<file path="src/rtl/dtwoc_map.svh">
// Register offsets, field positions, reset values and timing counts.
// Assumes nothing; included by every design file that needs a figure.
`ifndef DTWOC_MAP_SVH
`define DTWOC_MAP_SVH
// ------------------------------------------------------------
// Channels and switch contacts
// ------------------------------------------------------------
`define DTWOC_NCH 2
`define DTWOC_NSW 8
// ------------------------------------------------------------
// Timing
// ------------------------------------------------------------
`define DTWOC_CLK_HZ 50000000
`define DTWOC_TICK_US 1000
`define DTWOC_TICK_CYCLES (`DTWOC_CLK_HZ / 1000000 * `DTWOC_TICK_US)
`define DTWOC_DEB_MS 10
`define DTWOC_DEB_TICKS (`DTWOC_DEB_MS * 1000 / `DTWOC_TICK_US)
// ------------------------------------------------------------
// Register byte offsets
// ------------------------------------------------------------
`define DTWOC_ADDR_CTRL 6'h00
`define DTWOC_ADDR_TRIP0 6'h04
`define DTWOC_ADDR_TRIP1 6'h08
`define DTWOC_ADDR_STATUS 6'h0c
`define DTWOC_ADDR_IRQ_STAT 6'h10
`define DTWOC_ADDR_IRQ_MASK 6'h14
// ------------------------------------------------------------
// Field positions
// ------------------------------------------------------------
`define DTWOC_CTRL_START_LSB 0
`define DTWOC_STAT_OUT_LSB 0
`define DTWOC_STAT_BLOWN_LSB 2
`define DTWOC_STAT_ACC_BIT 4
`define DTWOC_STAT_IGN_BIT 5
`define DTWOC_IRQ_ON_LSB 0
`define DTWOC_IRQ_OFF_LSB 2
`define DTWOC_IRQ_TRIP_LSB 4
// ------------------------------------------------------------
// Reset values and limits (trip level in tenths of an amp)
// ------------------------------------------------------------
`define DTWOC_CTRL_RST 2'h0
`define DTWOC_TRIP_RST 8'hc8
`define DTWOC_TRIP_MAX 8'hc8
`define DTWOC_MASK_RST 6'h00
`endif

</file>
<file path="src/rtl/dtwoc_pkg.sv">
// Types shared by the output-control design files.
// Assumes the map header for widths.
`include "dtwoc_map.svh"
package dtwoc_pkg;
    typedef logic [7:0] dtwoc_amp_t;
    typedef logic [`DTWOC_NCH-1:0] dtwoc_ch_t;
    typedef enum logic {BUS_IDLE, BUS_ACK} dtwoc_bus_e;
endpackage

</file>
<file path="src/rtl/dtwoc_sw_if.sv">
// Carrier between the top and the switch debouncer.
// Assumes one clock; tick is a one-cycle enable.
`timescale 1ns/1ps
`include "dtwoc_map.svh"
interface dtwoc_sw_if;
    logic [`DTWOC_NSW-1:0] raw;
    logic tick;
    logic [`DTWOC_NSW-1:0] level;
    logic [`DTWOC_NSW-1:0] rise;
    modport deb (input raw, input tick, output level, output rise);
    modport user (output raw, output tick, input level, input rise);
endinterface

</file>
<file path="src/rtl/dtwoc_debounce.sv">
// Synchroniser and tick-based debouncer for every switch contact.
// Assumes tick pulses once per millisecond from the top's divider.
`timescale 1ns/1ps
`include "dtwoc_map.svh"
module dtwoc_debounce
    import dtwoc_pkg::*;
(
    // Clock and reset
    input wire logic i_clk_sys,
    input wire logic i_srst,
    // Switch carrier
    dtwoc_sw_if.deb sw
);
    genvar b;
    generate
        for (b = 0; b < `DTWOC_NSW; b++) begin : g_bit
            logic s1_reg, s2_reg;
            logic [3:0] cnt_reg;
            wire differs = s2_reg != sw.level[b];
            wire settled = differs && sw.tick && (cnt_reg == 4'(`DTWOC_DEB_TICKS - 1));
            always_ff @(posedge i_clk_sys) begin
                s1_reg <= i_srst ? 1'b0 : sw.raw[b];
                s2_reg <= i_srst ? 1'b0 : s1_reg;
            end
            // Contact must hold its new level for the whole window
            always_ff @(posedge i_clk_sys) begin
                if (i_srst || !differs) begin
                    cnt_reg <= 4'h0;
                end else if (sw.tick) begin
                    cnt_reg <= cnt_reg + 4'h1;
                end
            end
            always_ff @(posedge i_clk_sys) begin
                if (i_srst) begin
                    sw.level[b] <= 1'b0;
                    sw.rise[b] <= 1'b0;
                end else begin
                    sw.level[b] <= settled ? s2_reg : sw.level[b];
                    sw.rise[b] <= settled && s2_reg;
                end
            end
        end
    endgenerate
endmodule // dtwoc_debounce

</file>
<file path="src/rtl/dtwoc_fuse.sv">
// Virtual fuse: compares sensed current with the trip level per channel.
// Assumes current is sampled in tenths of an amp, same scale as the level.
`timescale 1ns/1ps
`include "dtwoc_map.svh"
module dtwoc_fuse
    import dtwoc_pkg::*;
(
    // Clock and reset
    input wire logic i_clk_sys,
    input wire logic i_srst,
    // Current and level
    input wire dtwoc_amp_t [`DTWOC_NCH-1:0] i_current,
    input wire dtwoc_amp_t [`DTWOC_NCH-1:0] i_level,
    // Trip flag, registered; stays high while current exceeds the level
    output logic [`DTWOC_NCH-1:0] o_trip
);
    genvar c;
    generate
        for (c = 0; c < `DTWOC_NCH; c++) begin : g_ch
            wire over = i_current[c] > i_level[c];
            always_ff @(posedge i_clk_sys) begin
                o_trip[c] <= i_srst ? 1'b0 : over;
            end
        end
    endgenerate
endmodule // dtwoc_fuse

</file>
<file path="src/rtl/dtwoc_top.sv">
// Two-channel three-way output control with Avalon-MM registers.
// Assumes all pins synchronous to i_clk_sys; switch contacts active high.
`timescale 1ns/1ps
`include "dtwoc_map.svh"
module dtwoc_top
    import dtwoc_pkg::*;
#(
    parameter int unsigned TICK_CYCLES = `DTWOC_TICK_CYCLES
) (
    // Clock and reset
    input wire logic i_clk_sys,
    input wire logic i_srst,
    // Avalon-MM slave
    input wire logic [5:0] i_avs_address,
    input wire logic i_avs_read,
    input wire logic i_avs_write,
    input wire logic [3:0] i_avs_byteenable,
    input wire logic [31:0] i_avs_writedata,
    output logic [31:0] o_avs_readdata,
    output logic o_avs_waitrequest,
    // Key state
    input wire logic i_key_acc,
    input wire logic i_key_ign,
    // Switch contacts
    input wire dtwoc_ch_t i_cab_on,
    input wire dtwoc_ch_t i_cab_off,
    input wire dtwoc_ch_t i_remote_switch_in_hi,
    input wire dtwoc_ch_t i_remote_switch_in_lo,
    // Load current sense, tenths of an amp
    input wire dtwoc_amp_t [`DTWOC_NCH-1:0] i_load_current,
    // Power outputs and lamps
    output dtwoc_ch_t o_channel_power_out,
    output dtwoc_ch_t o_lamp_on,
    // Interrupt
    output logic o_irq
);
    // ------------------------------------------------------------
    // Millisecond tick
    // ------------------------------------------------------------
    logic [15:0] tick_cnt_reg;
    wire tick_hit = tick_cnt_reg == 16'(TICK_CYCLES - 1);

    always_ff @(posedge i_clk_sys) begin
        if (i_srst || tick_hit) begin
            tick_cnt_reg <= 16'h0000;
        end else begin
            tick_cnt_reg <= tick_cnt_reg + 16'h0001;
        end
    end

    // ------------------------------------------------------------
    // Switch debouncing
    // ------------------------------------------------------------
    dtwoc_sw_if sw ();

    assign sw.raw = {i_remote_switch_in_lo, i_remote_switch_in_hi, i_cab_off, i_cab_on};
    assign sw.tick = tick_hit;

    dtwoc_debounce u_debounce (
        .i_clk_sys(i_clk_sys),
        .i_srst(i_srst),
        .sw(sw.deb)
    );

    wire dtwoc_ch_t cab_on_rise = sw.rise[1:0];
    wire dtwoc_ch_t cab_off_rise = sw.rise[3:2];
    // Open remote pin gives neither contact, so no command at all
    wire dtwoc_ch_t rem_on_rise = sw.rise[5:4];
    wire dtwoc_ch_t rem_off_rise = sw.rise[7:6];

    // ------------------------------------------------------------
    // Key state
    // ------------------------------------------------------------
    logic key_on_reg;
    wire key_on = i_key_acc || i_key_ign;
    wire key_rise = key_on && !key_on_reg;

    always_ff @(posedge i_clk_sys) begin
        key_on_reg <= i_srst ? 1'b0 : key_on;
    end

    // ------------------------------------------------------------
    // Avalon-MM slave: one wait state, then the answer
    // ------------------------------------------------------------
    dtwoc_bus_e bus_state_reg;
    dtwoc_bus_e bus_state_next;
    logic [31:0] rdata_reg;
    logic [1:0] start_state_reg;
    dtwoc_amp_t [`DTWOC_NCH-1:0] trip_level_reg;
    logic [5:0] irq_stat_reg;
    logic [5:0] irq_mask_reg;
    dtwoc_ch_t out_reg;
    dtwoc_ch_t blown_reg;

    wire bus_req = i_avs_read || i_avs_write;
    wire bus_acc = bus_req && (bus_state_reg == BUS_ACK);
    wire wr_en = i_avs_write && bus_acc && i_avs_byteenable[0];
    wire sel_ctrl = i_avs_address == `DTWOC_ADDR_CTRL;
    wire sel_trip0 = i_avs_address == `DTWOC_ADDR_TRIP0;
    wire sel_trip1 = i_avs_address == `DTWOC_ADDR_TRIP1;
    wire sel_status = i_avs_address == `DTWOC_ADDR_STATUS;
    wire sel_istat = i_avs_address == `DTWOC_ADDR_IRQ_STAT;
    wire sel_imask = i_avs_address == `DTWOC_ADDR_IRQ_MASK;
    wire [7:0] wbyte = i_avs_writedata[7:0];
    // Levels above 20 A are clamped rather than refused
    wire dtwoc_amp_t trip_wval = (wbyte > `DTWOC_TRIP_MAX) ? `DTWOC_TRIP_MAX : wbyte;
    wire [5:0] status_val = {i_key_ign, i_key_acc, blown_reg, out_reg};
    wire [31:0] rd_mux =
        sel_ctrl ? {30'h0, start_state_reg} :
        sel_trip0 ? {24'h0, trip_level_reg[0]} :
        sel_trip1 ? {24'h0, trip_level_reg[1]} :
        sel_status ? {26'h0, status_val} :
        sel_istat ? {26'h0, irq_stat_reg} :
        sel_imask ? {26'h0, irq_mask_reg} : 32'h0000_0000;

    assign o_avs_waitrequest = bus_req && (bus_state_reg == BUS_IDLE);
    assign o_avs_readdata = rdata_reg;

    always_comb begin
        case (bus_state_reg)
            BUS_IDLE: bus_state_next = bus_req ? BUS_ACK : BUS_IDLE;
            BUS_ACK: bus_state_next = BUS_IDLE;
            default: bus_state_next = BUS_IDLE;
        endcase
    end

    // Read data is captured in the wait cycle so it stands at the answer edge
    always_ff @(posedge i_clk_sys) begin
        if (i_srst) begin
            bus_state_reg <= BUS_IDLE;
            rdata_reg <= 32'h0000_0000;
        end else begin
            bus_state_reg <= bus_state_next;
            rdata_reg <= (bus_state_reg == BUS_IDLE) ? rd_mux : rdata_reg;
        end
    end

    // ------------------------------------------------------------
    // Control registers
    // ------------------------------------------------------------
    always_ff @(posedge i_clk_sys) begin
        if (i_srst) begin
            start_state_reg <= `DTWOC_CTRL_RST;
            irq_mask_reg <= `DTWOC_MASK_RST;
        end else if (wr_en) begin
            start_state_reg <= sel_ctrl ? wbyte[1:0] : start_state_reg;
            irq_mask_reg <= sel_imask ? wbyte[5:0] : irq_mask_reg;
        end
    end

    always_ff @(posedge i_clk_sys) begin
        if (i_srst) begin
            trip_level_reg[0] <= `DTWOC_TRIP_RST;
            trip_level_reg[1] <= `DTWOC_TRIP_RST;
        end else if (wr_en) begin
            trip_level_reg[0] <= sel_trip0 ? trip_wval : trip_level_reg[0];
            trip_level_reg[1] <= sel_trip1 ? trip_wval : trip_level_reg[1];
        end
    end

    // ------------------------------------------------------------
    // Virtual fuse
    // ------------------------------------------------------------
    dtwoc_ch_t trip;

    dtwoc_fuse u_fuse (
        .i_clk_sys(i_clk_sys),
        .i_srst(i_srst),
        .i_current(i_load_current),
        .i_level(trip_level_reg),
        .o_trip(trip)
    );

    // ------------------------------------------------------------
    // Channel latches
    // ------------------------------------------------------------
    dtwoc_ch_t on_req;
    dtwoc_ch_t off_req;
    dtwoc_ch_t out_next;

    genvar c;
    generate
        for (c = 0; c < `DTWOC_NCH; c++) begin : g_ch
            wire cab_on_ok = cab_on_rise[c] && key_on;
            wire start_on = key_rise && start_state_reg[c];
            assign on_req[c] = cab_on_ok || rem_on_rise[c] || start_on;
            assign off_req[c] = cab_off_rise[c] || rem_off_rise[c] || trip[c];
            // Key-off alone never clears the latch
            assign out_next[c] = off_req[c] ? 1'b0 : (on_req[c] ? 1'b1 : out_reg[c]);

            always_ff @(posedge i_clk_sys) begin
                if (i_srst) begin
                    out_reg[c] <= 1'b0;
                    blown_reg[c] <= 1'b0;
                end else begin
                    out_reg[c] <= out_next[c];
                    blown_reg[c] <= trip[c] || (blown_reg[c] && !on_req[c]);
                end
            end
        end
    endgenerate

    assign o_channel_power_out = out_reg;
    assign o_lamp_on = out_reg;

    // ------------------------------------------------------------
    // Interrupts
    // ------------------------------------------------------------
    wire [5:0] irq_ev = {trip & out_reg, out_reg & ~out_next, out_next & ~out_reg};
    wire [5:0] irq_clr = (wr_en && sel_istat) ? wbyte[5:0] : 6'h00;

    // A new event beats a write-one-to-clear in the same cycle
    always_ff @(posedge i_clk_sys) begin
        if (i_srst) begin
            irq_stat_reg <= 6'h00;
        end else begin
            irq_stat_reg <= (irq_stat_reg & ~irq_clr) | irq_ev;
        end
    end

    assign o_irq = |(irq_stat_reg & irq_mask_reg);

    generate
        for (c = 0; c < `DTWOC_NCH; c++) begin : g_chk

        end
    endgenerate

    // Per status bit: a written one clears, an event in the same cycle wins
    genvar b;
    generate
        for (b = 0; b < 6; b++) begin : g_irq_chk

        end
    endgenerate
endmodule // dtwoc_top

</file>
<file path="config.mk">
export PLATFORM = sky130hd
export DESIGN_NAME = dtwoc_top
export DESIGN_NICKNAME = d
export VERILOG_FILES = /design/src/rtl/dtwoc_pkg.sv /design/src/rtl/dtwoc_sw_if.sv /design/src/rtl/dtwoc_debounce.sv /design/src/rtl/dtwoc_fuse.sv /design/src/rtl/dtwoc_top.sv
export VERILOG_INCLUDE_DIRS = /design/src /design/src/rtl
export SDC_FILE = /design/constraint.sdc
export NUM_CORES = 1
export LEC_CHECK = 0
export BUFFER_PORTS_ARGS = -buffer_cell sky130_fd_sc_hd__buf_2
export CAP_MARGIN = 20
export CORE_ASPECT_RATIO = 1.1
export CORE_MARGIN = 5
export CORE_UTILIZATION = 30
export CTS_CLUSTER_DIAMETER = 100
export DETAILED_ROUTE_END_ITERATION = 16
export HOLD_SLACK_MARGIN = 0.06
export SETUP_SLACK_MARGIN = 0.02
export SLEW_MARGIN = 5
export SYNTH_ARGS = -nofsm -noshare
export SYNTH_HDL_FRONTEND = slang
export SYNTH_HIERARCHICAL = 1
export SYNTH_SLANG_ARGS = --single-unit
</file>
<file path="constraint.sdc">
create_clock -name i_clk_sys -period 4.7 [get_ports i_clk_sys]
set_input_delay 1.175 -clock i_clk_sys [delete_from_list [all_inputs] [get_ports i_clk_sys]]
set_output_delay 1.175 -clock i_clk_sys [all_outputs]
set_load 0.02 [all_outputs]
</file>
# Word-level counts from Yosys, hierarchy flattened
# Index checks and enable logic that the tools add are counted.
# op_classes
n_addsub	9
order_cmp	3
n_eq_ne	22
n_mux	14
n_bitwise	10
n_reduce_logical	74
# op_table
op	count
logical AND 1 bit	36
adder 4 x 1 -> 4 bit (second input constant)	8
equality test 4 bit (second input constant)	8
two-way mux 8 bit	4
two-way mux 6 bit	4
logical OR 1 bit	21
adder 16 x 1 -> 16 bit (second input constant)	1
equality test 16 bit (second input constant)	1
greater-than comparator 8 bit	2
AND 6 bit	2
equality test 6 x 4 -> 1 bit (second input constant)	2
equality test 6 x 5 -> 1 bit (second input constant)	2
logical NOT 1 bit	11
greater-than comparator 8 bit (second input constant)	1
!= test 1 bit	8
AND reduction 2 bit	4
AND 2 bit	3
equality test 6 x 3 -> 1 bit (second input constant)	1
logical NOT 6 bit	1
inverter 6 bit	1
OR 6 bit	1
OR reduction 6 bit	1
two-way mux 1 bit	5
inverter 2 bit	2
other kinds (2)	2
# totals
register_bits	150
in_bits	72
output_inout_bits	38
word_cells	187

# Longest topological paths before layout
# depth
ltp_word	9
depth_mapped	7
mapped_depth_nobuf	6

# By module
# Netlist, hierarchy kept.
# modules_own_cells
module	n_inst	cells_each	area_per_inst_um2	seq_area_each_um2
dtwoc_top	1	355	3076.7	1201.2
dtwoc_debounce	1	241	2551.2	1281.2
dtwoc_fuse	1	60	465.4	40.0

# Worst setup path after synthesis
# Ideal clock, no wire load.
# synth_timing
path_kind	input-to-output
from	in i_avs_write
to	out o_avs_waitrequest
t_arrival_ps	1491
required_ps	3525
path_slack_ps	2034
cell_stages	2
path_buffers	0
cell_sequence	nor2_1 -> nor2_1
# synth_via
elab_chain_cells	2
# synth_rtl
item	line_no	rtl
start: declaration	dtwoc_top.sv:16	input wire logic i_avs_write,
logical OR 1 bit	dtwoc_top.sv:95	wire bus_req = i_avs_read || i_avs_write;
logical AND 1 bit	dtwoc_top.sv:116	assign o_avs_waitrequest = bus_req && (bus_state_reg == BUS_IDLE);
end: declaration	dtwoc_top.sv:20	output logic o_avs_waitrequest,
# Every way passes these cells.

# Final worst setup path
# Ends and elaborated chain as after synthesis.

==> metrics.md <==
| Metric | Value |
|---|---|
| Status | `completed` |
| H-tree depth | `4` |
| Post-synthesis register bit count | `126` |
| Critical path class | `in -> out` |
| Layout Cells excl Fill | `972` |
| Critical path peak fanout | `3` |
| Critical Path Sink Type | `primary output` |
| Top cells by area, synth | `dfxtp_1 (41%), ha_1 (6.8%), nor2_1 (5.6%)` |
| R2R Setup Slk | `2330 ps` |
| Post-synth top area cell | `dfxtp_1` |
| Slew headroom | `0.465` |
| Area Growth Syn to Fin | `15.6%` |
| Worst Path Buf+Inv | `2` |
| Nets | `813` |
| CP required | `3520 ps` |
| DRT antenna net count | `0` |
| Hold_buf cts | `0` |
| Clock Path Buffers | `2` |
| Initial core utilization | `0.306` |
| Leak | `2.79 nW` |
| Min Tclk post-route | `2820 ps` |
| Synthesized netlist cell count | `about 660` |
| Fmax | `354 MHz` |
| Seq/Total Area, Yosys | `0.414` |
| # port buffers | `58` |
| Hold Slack | `437 ps` |
| Largest net degree at the start of global routing | `50` |
| IO Pins | `110` |
| Largest register FFs | `32` |
| N_diodes | `0` |
| Final worst-path cycle share | `0.600` |
| TritonCTS clock tree | `yes` |
| Post-CTS sizing | `0` |
| Clk sinks | `126` |
| Worst slew pin tran | `795 ps` |
| DRT Pass-1 Iters | `4` |
| Syn avg cell area | `9.29 um2` |
| Clk_skew | `7.48 ps` |
| Most common cell after layout, fill and taps aside | `dfxtp_1` |
| Final number of hold-violating endpoints | `0` |
| Synth top area share | `0.414` |
| Type of origin of the critical path | `input port` |
| Fin area | `7050 um2` |
| Worst Hold Class | `reg -> reg` |
| Max Cap Viol | `0` |
| First-pass GRT wire length | `between 20,000 and 25,000 um` |
| RSZ-0062 raised after global routing | `no` |
| Vias in the first global route | `roughly 4,300` |
| Reg clk slew, reported paths | `60 ps` |
| Core Util, Final | `0.353` |
| Pwr Total | `between 2 and 2.5 mW` |
| Initial antenna violation count | `0` |
| Mapped Area | `about 6100 um2` |
| Peak supply drop | `about 0.25 mV` |
| CP cell instances | `buf_2 > nor2_1 > nor2_1 > buf_2` |
| Critical Path Max Stage Delay | `170 ps` |
| YS warnings | `6` |
| Vias per cell | `4.59` |
| Highest-delay cell along the critical path | `buf_2` |
| Setup violators final | `0` |
| GR Overflow Total | `0` |
| Total CTS buffers | `17` |
| Clock latency at the later pin of the worst-skew pair | `410 ps` |
| Power Density | `350 nW/um2` |
| Pre-CTS WS | `about 1600 ps` |
| DIE AREA | `between 20,000 and 25,000 um2` |
| CORE AREA | `19,900 um2` |
| Wirelength per Cell | `~13 um` |
| # rows | `54` |
| Initial detailed-routing violation count | `162` |
| Synth Flop Type | `dfxtp_1` |
| Number of remaining DRC errors | `0` |
| Top delay family on crit path | `buffers and inverters` |
| Die width | `~150 um` |
| GP Congestion | `0.835` |
| Crit path DAT | `roughly 1700 ps` |
| Share of layout cells above drive strength 1 | `0.167` |
| Slew Viols, Final | `0` |
| Post-Route WL | `12,600 um` |
| Setup ws final | `1880 ps` |
| Placed Cells | `941` |
| Setup Buffers After CTS | `0` |
| Synth cell types | `54` |
| Clock Root Buffer | `clkbuf_16` |
| Chip Height | `159 um` |
| Asr flop ratio synth | `0` |
| GRT Overall Usage | `0.111` |
| Most frequent cells in the layout | `dfxtp_1 (126), nor2_1 (91), buf_2 (58)` |
| Hpwl dp | `9520 um` |
| Total number of vias | `4,461` |
| Fin Setup TNS | `0 ps` |
| Dpl cell area | `approximately 6500 um2` |
| EDFF count, synth | `0` |
[where the power goes]
part | total, mW | internal, mW | switching (mW)
combinational | 0.126 | 0.0434 | 0.0831
sequential | 1.09 | 1.08 | 0.0103
clock | 1.25 | 0.779 | 0.472
total | 2.47 | 1.90 | 0.565
[routing by layer]
| layer | routed length (um) | GRT usage | vias up | share of wire |
|---|---|---|---|---|
| met2 | 5700 | 0.175 | 94 | 0.45 |
| met1 | 6110 | 0.147 | 2035 | 0.48 |
| met3 | 618 | 0.0307 | 16 | 0.049 |
| met5 | 0 | 0 | - | 0 |
| li1 | - | - | 2316 | - |
| met4 | 199 | 0.0384 | 0 | 0.016 |
[final timing paths]
check | to | cells past startpoint | from
max reg2reg | tick_cnt_reg[9] | 5 | tick_cnt_reg[14]
min | u_debounce/g_bit[5].s2_reg | 1 | u_debounce/g_bit[5].s1_reg
max | o_avs_waitrequest | 4 | i_avs_write
min reg2reg | u_debounce/g_bit[5].s2_reg | 1 | u_debounce/g_bit[5].s1_reg
[cell families after synthesis]
logic type,count (synthesis),synth area share
DFF,126,0.414
muxes,24,0.0398
other,1,0.000615
AOI/OAI and AO/OA,70,0.0879
adders and majority gates,33,0.0678
and+or+nand+nor,267,0.244
xor gates and xnor gates,46,0.0661
buffers and inverters,89,0.0797
[synthesized netlist by cell type, types with 2 or more instances]
| cell type | instances |
|---|---|
| a22o_1 | 6 |
| nand3_1 | 16 |
| o211ai_1 | 4 |
| nor4_1 | 9 |
| clkbuf_1 | 2 |
| a31o_2 | 2 |
| and3_1 | 4 |
| nor4b_2 | 8 |
| buf_1 | 4 |
| o21ai_0 | 4 |
| a221oi_1 | 4 |
| xor2_1 | 25 |
| nor2_1 | 91 |
| a21oi_1 | 14 |
| buf_4 | 28 |
| a31oi_1 | 2 |
| mux2_2 | 2 |
| o22ai_1 | 2 |
| or3_1 | 3 |
| nor2b_1 | 23 |
| nand2b_1 | 13 |
| nor2b_4 | 2 |
| nand4b_1 | 9 |
| nand2_1 | 41 |
| o211ai_2 | 2 |
| a32o_1 | 6 |
| o31ai_1 | 4 |
| buf_6 | 4 |
| nor3_1 | 16 |
| inv_1 | 38 |
| nand4_1 | 17 |
| mux2i_1 | 22 |
| a211oi_1 | 8 |
| dfxtp_1 | 126 |
| a2111oi_2 | 2 |
| ha_1 | 33 |
| nor4_4 | 3 |
| buf_2 | 13 |
| o21a_1 | 4 |
| xnor2_1 | 21 |
| or4_1 | 2 |
| a22oi_1 | 5 |
[layout make-up]
cell class                 count  area (um2)
tap                          252         315
clock buffer                  18         429
inverter                      38         143
sequential                   126        2520
clock inverter                13         143
timing repair buffer          61         313
fill                        2044       12900
multi-input combinational    464        3180
Power figures use the tool's default switching activity.
